## src/scs_pkg.sv

```systemverilog
// constants and types for the system clock source selector
package scs_pkg;
	localparam int          SCS_SEL_W       = 2;
	localparam int          SCS_DIV_W       = 10;
	localparam logic [1:0]  SCS_SEL_WAKEUP  = 2'h0;
	localparam logic [1:0]  SCS_SEL_PRESC   = 2'h2;
	localparam logic [1:0]  SCS_SEL_DIRECT  = 2'h3;
	localparam logic [1:0]  SCS_SEL_RST     = 2'h0;
	localparam logic [9:0]  SCS_DIV_RST     = 10'h000;
	localparam logic [10:0] SCS_DIV_MAX_FAC = 11'h400;
	localparam logic [9:0]  SCS_CNT_RST     = 10'h000;

	typedef enum logic [3:0] {
		SCS_SRC_WAKEUP = 4'b0001,
		SCS_SRC_PLL    = 4'b0010,
		SCS_SRC_PRESC  = 4'b0100,
		SCS_SRC_DIRECT = 4'b1000
	} scs_src_t;
endpackage

```

## src/scs_clock_select.sv

```systemverilog
// system clock source selection: direct, prescaler, pll and wakeup paths
//
// Operation
// RULE1: select 11 passes the direct clock input straight through.
// RULE2: select 10 with vco bypass 1 divides prescaler input by field plus one.
// RULE3: prescaler input is oscillator pin or internal source, chosen by software.
// RULE4: divide factor 1 passes oscillator unchanged, keeping its duty cycle.
// RULE5: largest divide factor is 1024.
// RULE6: select 10 with vco bypass 0 takes the pll clock.
// RULE7: select 00 takes the wakeup clock directly.
// RULE8: ten-bit divider field, factors 1 to 1024, switching without glitches.
`timescale 1ns/1ps
module scs_clock_select
	import scs_pkg::*;
#(
	parameter int DIV_W = SCS_DIV_W
) (
	// clock and reset
	input  wire logic                 ref_clk_in,
	input  wire logic                 sys_rst_in,
	// configuration
	input  wire logic [SCS_SEL_W-1:0] clock_source_select_in,
	input  wire logic                 vco_bypass_in,
	input  wire logic [DIV_W-1:0]     prescaler_divider_field_in,
	input  wire logic                 osc_use_internal_in,
	// source clocks, sampled as levels
	input  wire logic                 direct_clock_input_in,
	input  wire logic                 oscillator_input_pin_in,
	input  wire logic                 internal_clock_in,
	input  wire logic                 pll_clock_in,
	input  wire logic                 wakeup_clock_in,
	// outputs
	output logic                      sys_clk_out,
	output logic [3:0]                active_source_out
);
	// two-stage synchronisers, one per source level; only stage two is read
	localparam int NSRC = 5;
	wire  [NSRC-1:0] raw = {wakeup_clock_in, pll_clock_in, internal_clock_in,
		oscillator_input_pin_in, direct_clock_input_in};
	wire  [NSRC-1:0] sync2;

	genvar g;
	generate
		for (g = 0; g < NSRC; g++) begin : g_sync
			logic s1_reg;
			logic s2_reg;
			always_ff @(posedge ref_clk_in) begin
				if (sys_rst_in) begin
					s1_reg <= 1'b0;
					s2_reg <= 1'b0;
				end else begin
					s1_reg <= raw[g];
					s2_reg <= s1_reg;
				end
			end
			assign sync2[g] = s2_reg;
		end
	endgenerate

	wire s_direct = sync2[0];
	wire s_osc    = sync2[1];
	wire s_int    = sync2[2];
	wire s_pll    = sync2[3];
	wire s_wake   = sync2[4];

	// configuration from software may change any time; sample it once
	logic [SCS_SEL_W-1:0] sel_reg;
	logic                 byp_reg;
	logic                 osel_reg;
	logic [DIV_W-1:0]     div_reg;

	always_ff @(posedge ref_clk_in) begin
		if (sys_rst_in)
			sel_reg <= SCS_SEL_RST;
		else
			sel_reg <= clock_source_select_in;
	end

	always_ff @(posedge ref_clk_in) begin
		if (sys_rst_in)
			byp_reg <= 1'b0;
		else
			byp_reg <= vco_bypass_in;
	end

	always_ff @(posedge ref_clk_in) begin
		if (sys_rst_in)
			osel_reg <= 1'b0;
		else
			osel_reg <= osc_use_internal_in;
	end

	always_ff @(posedge ref_clk_in) begin
		if (sys_rst_in)
			div_reg <= SCS_DIV_RST[DIV_W-1:0];
		else
			div_reg <= prescaler_divider_field_in;
	end

	function automatic scs_src_t decode_src(input logic [SCS_SEL_W-1:0] sel,
		input logic byp);
		unique case (sel)
			SCS_SEL_DIRECT: decode_src = SCS_SRC_DIRECT;                    // RULE1
			SCS_SEL_PRESC:  decode_src = byp ? SCS_SRC_PRESC : SCS_SRC_PLL; // RULE2 RULE6
			SCS_SEL_WAKEUP: decode_src = SCS_SRC_WAKEUP;                    // RULE7
			// code 01 has no source of its own, so it falls back to wakeup
			default:        decode_src = SCS_SRC_WAKEUP;
		endcase
	endfunction

	scs_src_t src_sel;
	assign src_sel = decode_src(sel_reg, byp_reg);

	// prescaler input source; edges of it step the divider
	wire presc_in = osel_reg ? s_int : s_osc; // RULE3
	logic presc_in_d_reg;
	always_ff @(posedge ref_clk_in) begin
		if (sys_rst_in)
			presc_in_d_reg <= 1'b0;
		else
			presc_in_d_reg <= presc_in;
	end
	wire presc_rise = presc_in & ~presc_in_d_reg;

	// the divider runs in the sampled domain, stepped per input rising edge;
	// a factor change waits for the end of the running period
	logic presc_lvl;
	logic presc_unity;
	scs_prescaler #(.DIV_W(DIV_W)) u_presc (
		.ref_clk_in    (ref_clk_in),
		.sys_rst_in    (sys_rst_in),
		.step_in       (presc_rise),
		.div_value_in  (div_reg),
		.div_tick_out  (),
		.div_level_out (presc_lvl),
		.div_unity_out (presc_unity)
	);

	// factor 1 follows the input itself so the duty cycle is kept
	wire presc_out = presc_unity ? presc_in : presc_lvl; // RULE4

	// glitch-free switch: change source only while both old and new are low
	scs_src_t cur_reg;
	logic     clk_reg;
	logic     cur_lvl;
	logic     new_lvl;

	function automatic logic src_level(input scs_src_t s, input logic d,
		input logic p, input logic pl, input logic w);
		unique case (s)
			SCS_SRC_DIRECT: src_level = d;
			SCS_SRC_PRESC:  src_level = p;
			SCS_SRC_PLL:    src_level = pl;
			SCS_SRC_WAKEUP: src_level = w;
			default:        src_level = 1'b0;
		endcase
	endfunction

	assign cur_lvl = src_level(cur_reg, s_direct, presc_out, s_pll, s_wake);
	assign new_lvl = src_level(src_sel, s_direct, presc_out, s_pll, s_wake);

	// switching while both are low means no shortened high phase can appear
	wire switch_ok = (cur_reg != src_sel) && !cur_lvl && !new_lvl;

	always_ff @(posedge ref_clk_in) begin
		if (sys_rst_in)
			cur_reg <= SCS_SRC_WAKEUP;
		else if (switch_ok)
			cur_reg <= src_sel; // RULE8
	end

	always_ff @(posedge ref_clk_in) begin
		if (sys_rst_in)
			clk_reg <= 1'b0;
		else
			clk_reg <= cur_lvl; // RULE1 RULE7
	end

	assign sys_clk_out       = clk_reg;
	assign active_source_out = cur_reg;
endmodule // scs_clock_select

```

## src/scs_prescaler.sv

```systemverilog
// divide-by-(n+1) prescaler with glitch-free divider reload
`timescale 1ns/1ps
module scs_prescaler
	import scs_pkg::*;
#(
	parameter int DIV_W = SCS_DIV_W
) (
	// clock and reset
	input  wire logic             ref_clk_in,
	input  wire logic             sys_rst_in,
	// divider control
	input  wire logic             step_in,
	input  wire logic [DIV_W-1:0] div_value_in,
	// divided output
	output logic                  div_tick_out,
	output logic                  div_level_out,
	output logic                  div_unity_out
);
	logic [DIV_W-1:0] cnt_reg;
	logic [DIV_W-1:0] cnt_next;
	logic [DIV_W-1:0] div_reg;
	logic             lvl_reg;
	logic             lvl_next;
	wire              wrap = (cnt_reg == div_reg);
	wire  [DIV_W-1:0] half = div_reg >> 1;

	// new divider is only taken at a period boundary so no runt pulse appears
	assign cnt_next = wrap ? SCS_CNT_RST[DIV_W-1:0] : cnt_reg + 1'b1; // RULE8
	assign lvl_next = (cnt_next <= (half)) ? 1'b1 : 1'b0;             // RULE5

	always_ff @(posedge ref_clk_in) begin
		if (sys_rst_in) begin
			cnt_reg <= SCS_CNT_RST[DIV_W-1:0];
			div_reg <= SCS_DIV_RST[DIV_W-1:0];
			lvl_reg <= 1'b0;
		end else if (step_in) begin
			cnt_reg <= cnt_next; // RULE2
			lvl_reg <= lvl_next;
			if (wrap) begin
				div_reg <= div_value_in; // RULE8
			end
		end
	end

	assign div_tick_out  = wrap;
	assign div_level_out = lvl_reg;
	assign div_unity_out = (div_reg == {DIV_W{1'b0}}); // RULE4
endmodule // scs_prescaler

```

## config.mk

```make
export PLATFORM = sky130hd
export DESIGN_NAME = scs_clock_select
export DESIGN_NICKNAME = d
export VERILOG_FILES = /design/src/scs_pkg.sv /design/src/scs_clock_select.sv /design/src/scs_prescaler.sv
export SDC_FILE = /design/constraint.sdc
export NUM_CORES = 1
export LEC_CHECK = 0
export BUFFER_PORTS_ARGS = -buffer_cell sky130_fd_sc_hd__buf_2
export CAP_MARGIN = 25
export CORE_AREA = 5 5 106 108
export DETAILED_ROUTE_END_ITERATION = 8
export DIE_AREA = 0 0 111 113
export PLACE_DENSITY_LB_ADDON = 0.12
export SKIP_CTS_REPAIR_TIMING = 1
export SLEW_MARGIN = 10
export SYNTH_ARGS = -nofsm -noshare
export SYNTH_HDL_FRONTEND = slang
export SYNTH_SLANG_ARGS = --single-unit
```

## constraint.sdc

```tcl
create_clock -name ref_clk_in -period 3.1 [get_ports ref_clk_in]
set_input_delay 0.31 -clock ref_clk_in [delete_from_list [all_inputs] [get_ports ref_clk_in]]
set_output_delay 0.31 -clock ref_clk_in [all_outputs]
set_load 0.01 [all_outputs]
```

==> results of run 1 <==
-- per-stage QoR --
stage                     cells  worst slack [ns]  instance area [sq um]  utilization  total power (W)
after floorplan             280            0.3867                   2485            -        0.0008439
after global placement      435            0.2800                   2774       0.2736        0.0009029
after detailed placement    435            0.3325                   2774       0.2736        0.0009015
after CTS                   443            0.2955                   2910       0.2871         0.001473
after global routing        443           0.01577                   2914       0.2874         0.001517
final                       443            0.3017                   2914       0.2874         0.001439
-- Yosys cell counts (5+ instances only) --
library cell / number / area (sq um)
dfxtp_1: 51 / 1021
nor2b_1: 25 / 156.4
nor2_1: 20 / 75.07
nand2_1: 19 / 71.32
a21oi_1: 17 / 85.08
nand3_1: 17 / 85.08
inv_1: 15 / 56.30
ha_1: 10 / 125.1
xor2_1: 10 / 87.58
clkbuf_1: 9 / 33.78
o21ai_0: 7 / 35.03
xnor2_1: 7 / 61.31
nor4_1: 5 / 31.28
-- logic make-up (layout without fill, tap and decap cells) --
kind of cell,Yosys count,count (layout)
adders and majority gates,10,10
xor gates and xnor gates,17,17
and+or+nand+nor,116,116
AOI/OAI and AO/OA,53,53
DFF,51,51
buffers and inverters,29,56
muxes,4,4
-- layout make-up --
| cell class | instances | area (sq um) |
|---|---|---|
| Clock buffer | 5 | 68.82 |
| Multi-Input combinational cell | 200 | 1345 |
| Inverter | 15 | 56.30 |
| Tap cell | 136 | 170.2 |
| Sequential cell | 51 | 1021 |
| Timing Repair Buffer | 33 | 185.2 |
| Fill cell | 1098 | 7224 |
| Clock inverter | 3 | 67.56 |
-- per-layer routing --
layer	GRT usage	routed length, microns	up-vias
met2	0.1566	2659	23
met4	0.03859	99	0
met5	0	0	-
met3	0.01925	160	7
met1	0.1343	2949	925
li1	-	-	1033
-- where the power goes --
group          switching [W]  internal (W)  leakage [nW]  total [W]
sequential         0.0000167      0.000679         0.418   0.000695
combinational       0.000108     0.0000785         0.690   0.000186
clock               0.000235      0.000322        0.0644   0.000557
total               0.000360       0.00108          1.17    0.00144
-- how the worst min path moves through the flow --
stage                                             end  slack [ns]  cells past startpoint
after floorplan           g_sync[0].s2_reg$_SDFF_PP0_        0.41                      1
after global placement    g_sync[2].s2_reg$_SDFF_PP0_        0.42                      1
after detailed placement  g_sync[0].s2_reg$_SDFF_PP0_        0.42                      1
after CTS                       sel_reg[1]$_SDFF_PP0_        0.18                      2
after global routing      g_sync[2].s1_reg$_SDFF_PP0_        0.18                      2
final                     g_sync[3].s1_reg$_SDFF_PP0_        0.20                      2
-- critical path: cells and delay by family, from the launching register on --
kind,cells,cell delay (ns)
xor+xnor,1,0.13
compound gates,5,1.03
flops,1,0.48
simple gates,4,0.81
fa+ha+maj,1,0.29
==> results.md, run 1 <==
* CP endpoint kind: flop
* Crit path arrival time at 3.04 ns
* Sink Count at just over 50
* Ys flop type: dfxtp_1
* Worst vdd ir at 0.3197 mV
* Count of buffers from port buffering at 25
* Post-Syn Area per Cell at approximately 8.9 sq um
* P_leak at 1.172 nW
* Final hold slack at 0.2005 ns
* Remaining DRCs at 0
* Ys Warns at 0
* Gr usage total at 0.09930
* Flops & latches, synth at 51
* Outcome: finished, final reports clean
* Routed Antenna Nets at 0
* CTS H-Tree Depth at 2
* Layout cells sized above 1 at 0.1759
* Final nets at 337
* Post-Synth XOR/XNOR Area at 0.05992
* Main combinational cell family by area after synthesis: simple AND/OR/NAND/NOR gates
* Register area share after synthesis at 0.4109
* Post-synthesis mux area share at 0.01611
* CP max stage delay at 0.48 ns
* Synth cell types at 47
* DP HPWL at 4.294 mm
* Vias per cell at ~4.5
* Clock Skew at roughly 0.0095 ns
* Reg2reg path depth at 11
* CP max stage cell: dfxtp_1
* Std-Cell Rows at 37
* Synth Area in Compound Gates at 0.1506
* Root Buffer: clkbuf_8
* Crit path time final at ~2.8 ns
* Worst Setup SP: u_presc.cnt_reg[2]$_SDFFE_PP0P_
* Skew-Pair Late Insertion Delay at 0.31 ns
* Final period utilization at 0.9027
* Final hold vios at 0
* Hold path startpoint: pll_clock_in
* Worst-Margin Slew at 0.6589 ns
* CP Launch Type: flop
* CTS tree: built
* Io pins at 26
* Max transition margin at 0.5587
* First-pass GRT wire length at slightly above 10 mm
* Clock transition at the registers of the reported paths at 0.10 ns
* Fmax at 357.4 MHz
* Setup-failing EPs final at 0
* Hold WC Path Type: in2reg
* FFs w/ async S/R, synth at 0
* Adder-cell share of the synthesized area at 0.05035
* CTS max path bufs at 2
* Worst Setup EP: u_presc.div_level_out$_SDFFE_PP0P_
* Initial Utilization at 0.2451
* Vias in the first global route at 2,020
* Synth Area in Simple Gates at 0.2628
* R2R setup slack at a little over 0.3 ns
* GP Congestion at 0.8307
* Die Wd at 111 microns
* RSZ-0062 raised after global routing: false
* DIE HEIGHT at 113 microns
* WL final at 5.869 mm
* Iter 0 DRT Violations at 90
* DR WL/cell at 13.25 microns
* Post-Syn Area at between 0.002 and 0.0025 sq mm
* Cell mode on critical path: a21o_1
* Kind of critical path: reg2reg
* Post-synth EDFFs at 0
* MaxCap Viol Count at 0
* Num CTS Buffers at 5
* Worst-path fanout max at 6
* Die area at 0.01254 sq mm
* Fin. max-slew vios at 0
* Area growth from synthesis to layout at 17.27%
* DR vias at 1,988
* Cell Pwr Density at ~490 mW/mm^2
* Crit-path cells: nand3_1, nor2_2, and3_1, xnor2_1, nor2_1, ha_1, a21o_1, a21o_1, a2111oi_1, o221ai_1, a21oi_1
* Most common library cell in the layout ignoring fill and taps: dfxtp_1
* Core footprint at 0.01014 sq mm
* Commonest cells after routing, fill and taps aside: dfxtp_1 (51), nor2b_1 (25), buf_2 (25), nor2_1 (19), nand2_1 (19)
* Gr ovfl total at 0
* Antenna cells at 0
* R2R Path Start: u_presc.cnt_reg[2]$_SDFFE_PP0P_
* Drt pass-1 iters at 4
* Worst reg2reg path endpoint: u_presc.div_level_out$_SDFFE_PP0P_
* Critical path data required time at 3.35 ns
* Initial antenna violation count at 0
* Setup TNS at 0 ns
* Post-Synthesis Cells at 280
* Maximum number of pins on one net before global-route repair at 55
* Net count after synthesis at 311
Power figures use the tool's default switching activity.
==> run 2: changes to the inputs <==
--- a/config.mk
+++ b/config.mk
@@ -7,9 +7,10 @@
 export LEC_CHECK = 0
 export BUFFER_PORTS_ARGS = -buffer_cell sky130_fd_sc_hd__buf_2
 export CAP_MARGIN = 25
-export CORE_AREA = 5 5 106 108
+export CORE_AREA = 5 5 102 113
 export DETAILED_ROUTE_END_ITERATION = 8
-export DIE_AREA = 0 0 111 113
+export DIE_AREA = 0 0 107 118
+export MAX_ROUTING_LAYER = met4
 export PLACE_DENSITY_LB_ADDON = 0.12
 export SKIP_CTS_REPAIR_TIMING = 1
 export SLEW_MARGIN = 10
==> constraint.sdc (replaced) <==
create_clock -name ref_clk_in -period 2.9 [get_ports ref_clk_in]
set_input_delay 0.29 -clock ref_clk_in [delete_from_list [all_inputs] [get_ports ref_clk_in]]
set_output_delay 0.29 -clock ref_clk_in [all_outputs]
set_load 0.01 [all_outputs]
==> run 2 against run 1 <==
Against the previous run: critical path type unchanged; count of clock-buffer cells in the layout is the same; first-iteration DRC count decreased by 7.8%; final cell count shrank 1.8%; wire length up 2.4%; critical path depth stayed put; clock power increased by 7.2%; final area is 2.1% higher; global-route usage increased by 0.63 points; sequential power increased by 7.1%; maximum frequency grew 3.9%; core utilization rose by 0.28 points; via count fell by 1.0%.
==> results.md, run 2 (synthesis gave the netlist of run 1 again) <==
* Hold endpoint: g_sync[3].s1_reg$_SDFF_PP0_
* P_leak at around 1.2 nW
* MaxCap Viol Count at 0
* Sink Count at between 50 and 60
* Skew-Pair Late Insertion Delay at 0.29 ns
* Final period utilization at 0.9289
* Final nets at 342
* DR WL/cell at around 14 microns
* R2R Path Start: u_presc.div_reg[2]$_SDFFE_PP0P_
* Seq. cell area at 0.001026 sq mm
* Hold WC Path Type: in2reg
* Gr usage total at 0.1056
* CP max stage cell: a2111oi_2
* Maximum number of pins on one net before global-route repair at 38
* Hold path startpoint: pll_clock_in
* Outcome: finished, final reports clean
* Setup-failing EPs final at 0
* Met3 routed WL at 147 microns
* Worst-path fanout max at 23
* Drt pass-1 iters at 4
* Layout cells sized above 1 at 0.2083
* Worst reg2reg path endpoint: u_presc.div_level_out$_SDFFE_PP0P_
* DRT met1 WL at 2.978 mm
* GP Congestion at between 0.7 and 0.8
* Area of the multi-input gates at between 0.001 and 0.0015 sq mm
* Final hold slack at 0.2023 ns
* Std-Cell Rows at 39
* Hold Path Depth at 2
* CP endpoint kind: flop
* CTS max path bufs at 2
* Placed cell areas at 0.002800 sq mm
* Most common library cell in the layout ignoring fill and taps: dfxtp_1
* Gr ovfl total at 0
* WL final at 6.011 mm
* First-pass GRT wire length at 10.32 mm
* CTS tree: built
* Fmax at about 370 MHz
* CP max stage delay at 0.37 ns
* DIE HEIGHT at ~120 microns
* CP Launch Type: flop
* Remaining DRCs at 0
* Vias in the first global route at 2,001
* Post-route cell area at 0.002974 sq mm
* Area growth from synthesis to layout at 19.69%
* Io pins at 26
* Worst vdd ir at 0.3080 mV
* Non-Filler Instances at roughly 440
* DR vias at 1,968
* Final hold vios at 0
* Max transition margin at 0.5455
* Crit path time final at 2.694 ns
* FILL cells at 1,136
* Count of buffers from port buffering at 25
* Clock Skew at 0.006090 ns
* Vias per cell at 4.524
* Placed insts at 426
* CP Depth at 11
* CTS H-Tree Depth at 2
* Worst-Margin Slew at between 0.6 and 0.7 ns
* Routed Antenna Nets at 0
* Die Wd at ~110 microns
* Metal2 WL at 2.755 mm
* Largest delay share family, worst path: compound AO/OA/AOI/OAI gates
* Crit-path cells: xor2_1, nor4_2, and3_1, buf_12, a21oi_1, ha_1, a21o_1, a21o_1, a2111oi_2, o221ai_1, a21oi_1
* Highest routed layer: met4
* Num CTS Buffers at 5
* Die area at 0.01263 sq mm
* Iter 0 DRT Violations at 83
* RSZ-0062 raised after global routing: false
* Setup TNS at 0 ns
* Clock transition at the registers of the reported paths at 0.07 ns
* Reg2reg path depth at 11
* Commonest cells after routing, fill and taps aside: dfxtp_1 (47), nor2b_1 (25), buf_2 (25), nor2_1 (20), nand2_1 (19)
* Root Buffer: clkbuf_16
* DP HPWL at roughly 4.4 mm
* R2R setup slack at 0.21 ns
* Fin. max-slew vios at 0
* Buffers and inverters on the worst path at 1
* Initial antenna violation count at 0
* Cell Pwr Density at 524.4 mW/mm^2
* Initial Utilization at 0.2425
* Kind of critical path: reg2reg
* Crit path arrival time at 2.92 ns
* Critical path data required time at 3.12 ns
* Antenna cells at 0
* Core footprint at 0.01025 sq mm
run 2: changes by cell type in the layout (fill, tap and decap cells not counted), moves of 2 or more:
cell and delta:
inv_6 +2, buf_4 +4, dfxtp_1 -4, clkbuf_8 -5, bufinv_16 -2, dfxtp_2 +4, clkbuf_16 +5
run 2: where the power goes:
part / leakage, nW / internal (W) / total (W) / switching (W)
Combinational: 0.718 / 0.0000982 / 0.000218 / 0.000120
Sequential: 0.420 / 0.000726 / 0.000744 / 0.0000187
Clock: 0.0746 / 0.000325 / 0.000597 / 0.000272
Total: 1.21 / 0.00115 / 0.00156 / 0.000411
run 2: worst max-delay path by stage:
stage                                          startpoint  slack, ns                            endpoint
after CTS                 u_presc.cnt_reg[0]$_SDFFE_PP0P_       0.07  u_presc.div_level_out$_SDFFE_PP0P_
after floorplan           u_presc.cnt_reg[4]$_SDFFE_PP0P_       0.19  u_presc.div_level_out$_SDFFE_PP0P_
after global routing      u_presc.div_reg[2]$_SDFFE_PP0P_       0.02  u_presc.div_level_out$_SDFFE_PP0P_
after detailed placement  u_presc.cnt_reg[0]$_SDFFE_PP0P_       0.08  u_presc.div_level_out$_SDFFE_PP0P_
final                     u_presc.div_reg[2]$_SDFFE_PP0P_       0.21  u_presc.div_level_out$_SDFFE_PP0P_
after global placement    u_presc.cnt_reg[0]$_SDFFE_PP0P_       0.13  u_presc.div_level_out$_SDFFE_PP0P_
run 2: worst register-to-register path: cells and delay by family (launching register included):
kind	cells	cell delay, ns
AOI/OAI and AO/OA	6	1.08
xor gates and xnor gates	1	0.19
adders and majority gates	1	0.28
buffers and inverters	1	0.17
DFF	1	0.36
and+or+nand+nor	2	0.55
run 2: metal layers:
metal  global-route usage  vias to the layer above
met3              0.02139                        8
li1                     -                     1044
met1               0.1404                      892
met4              0.03997                        0
met2               0.1575                       24
met5                    -                        -
run 2: per-stage QoR:
| step | setup slack [ns] | total power, W | utilization |
|---|---|---|---|
| 2_1_floorplan | 0.1867 | 0.0009021 | - |
| 3_3_place_gp | 0.1280 | 0.0009810 | 0.2733 |
| 3_5_place_dp | 0.08297 | 0.0009790 | 0.2733 |
| 4_1_cts | 0.06618 | 0.001590 | 0.2877 |
| 5_1_grt | 0.02258 | 0.001653 | 0.2902 |
| 6_report | 0.2062 | 0.001560 | 0.2902 |
run 2: cell type report:
type                            instances  share of cell area
Multi-Input combinational cell        200              0.4556
Sequential cell                        51              0.3450
Timing Repair Buffer                   38             0.07909
Tap cell                              123             0.05175
Clock buffer                            5             0.04207
Inverter                               15             0.01893
Clock inverter                          3            0.007573
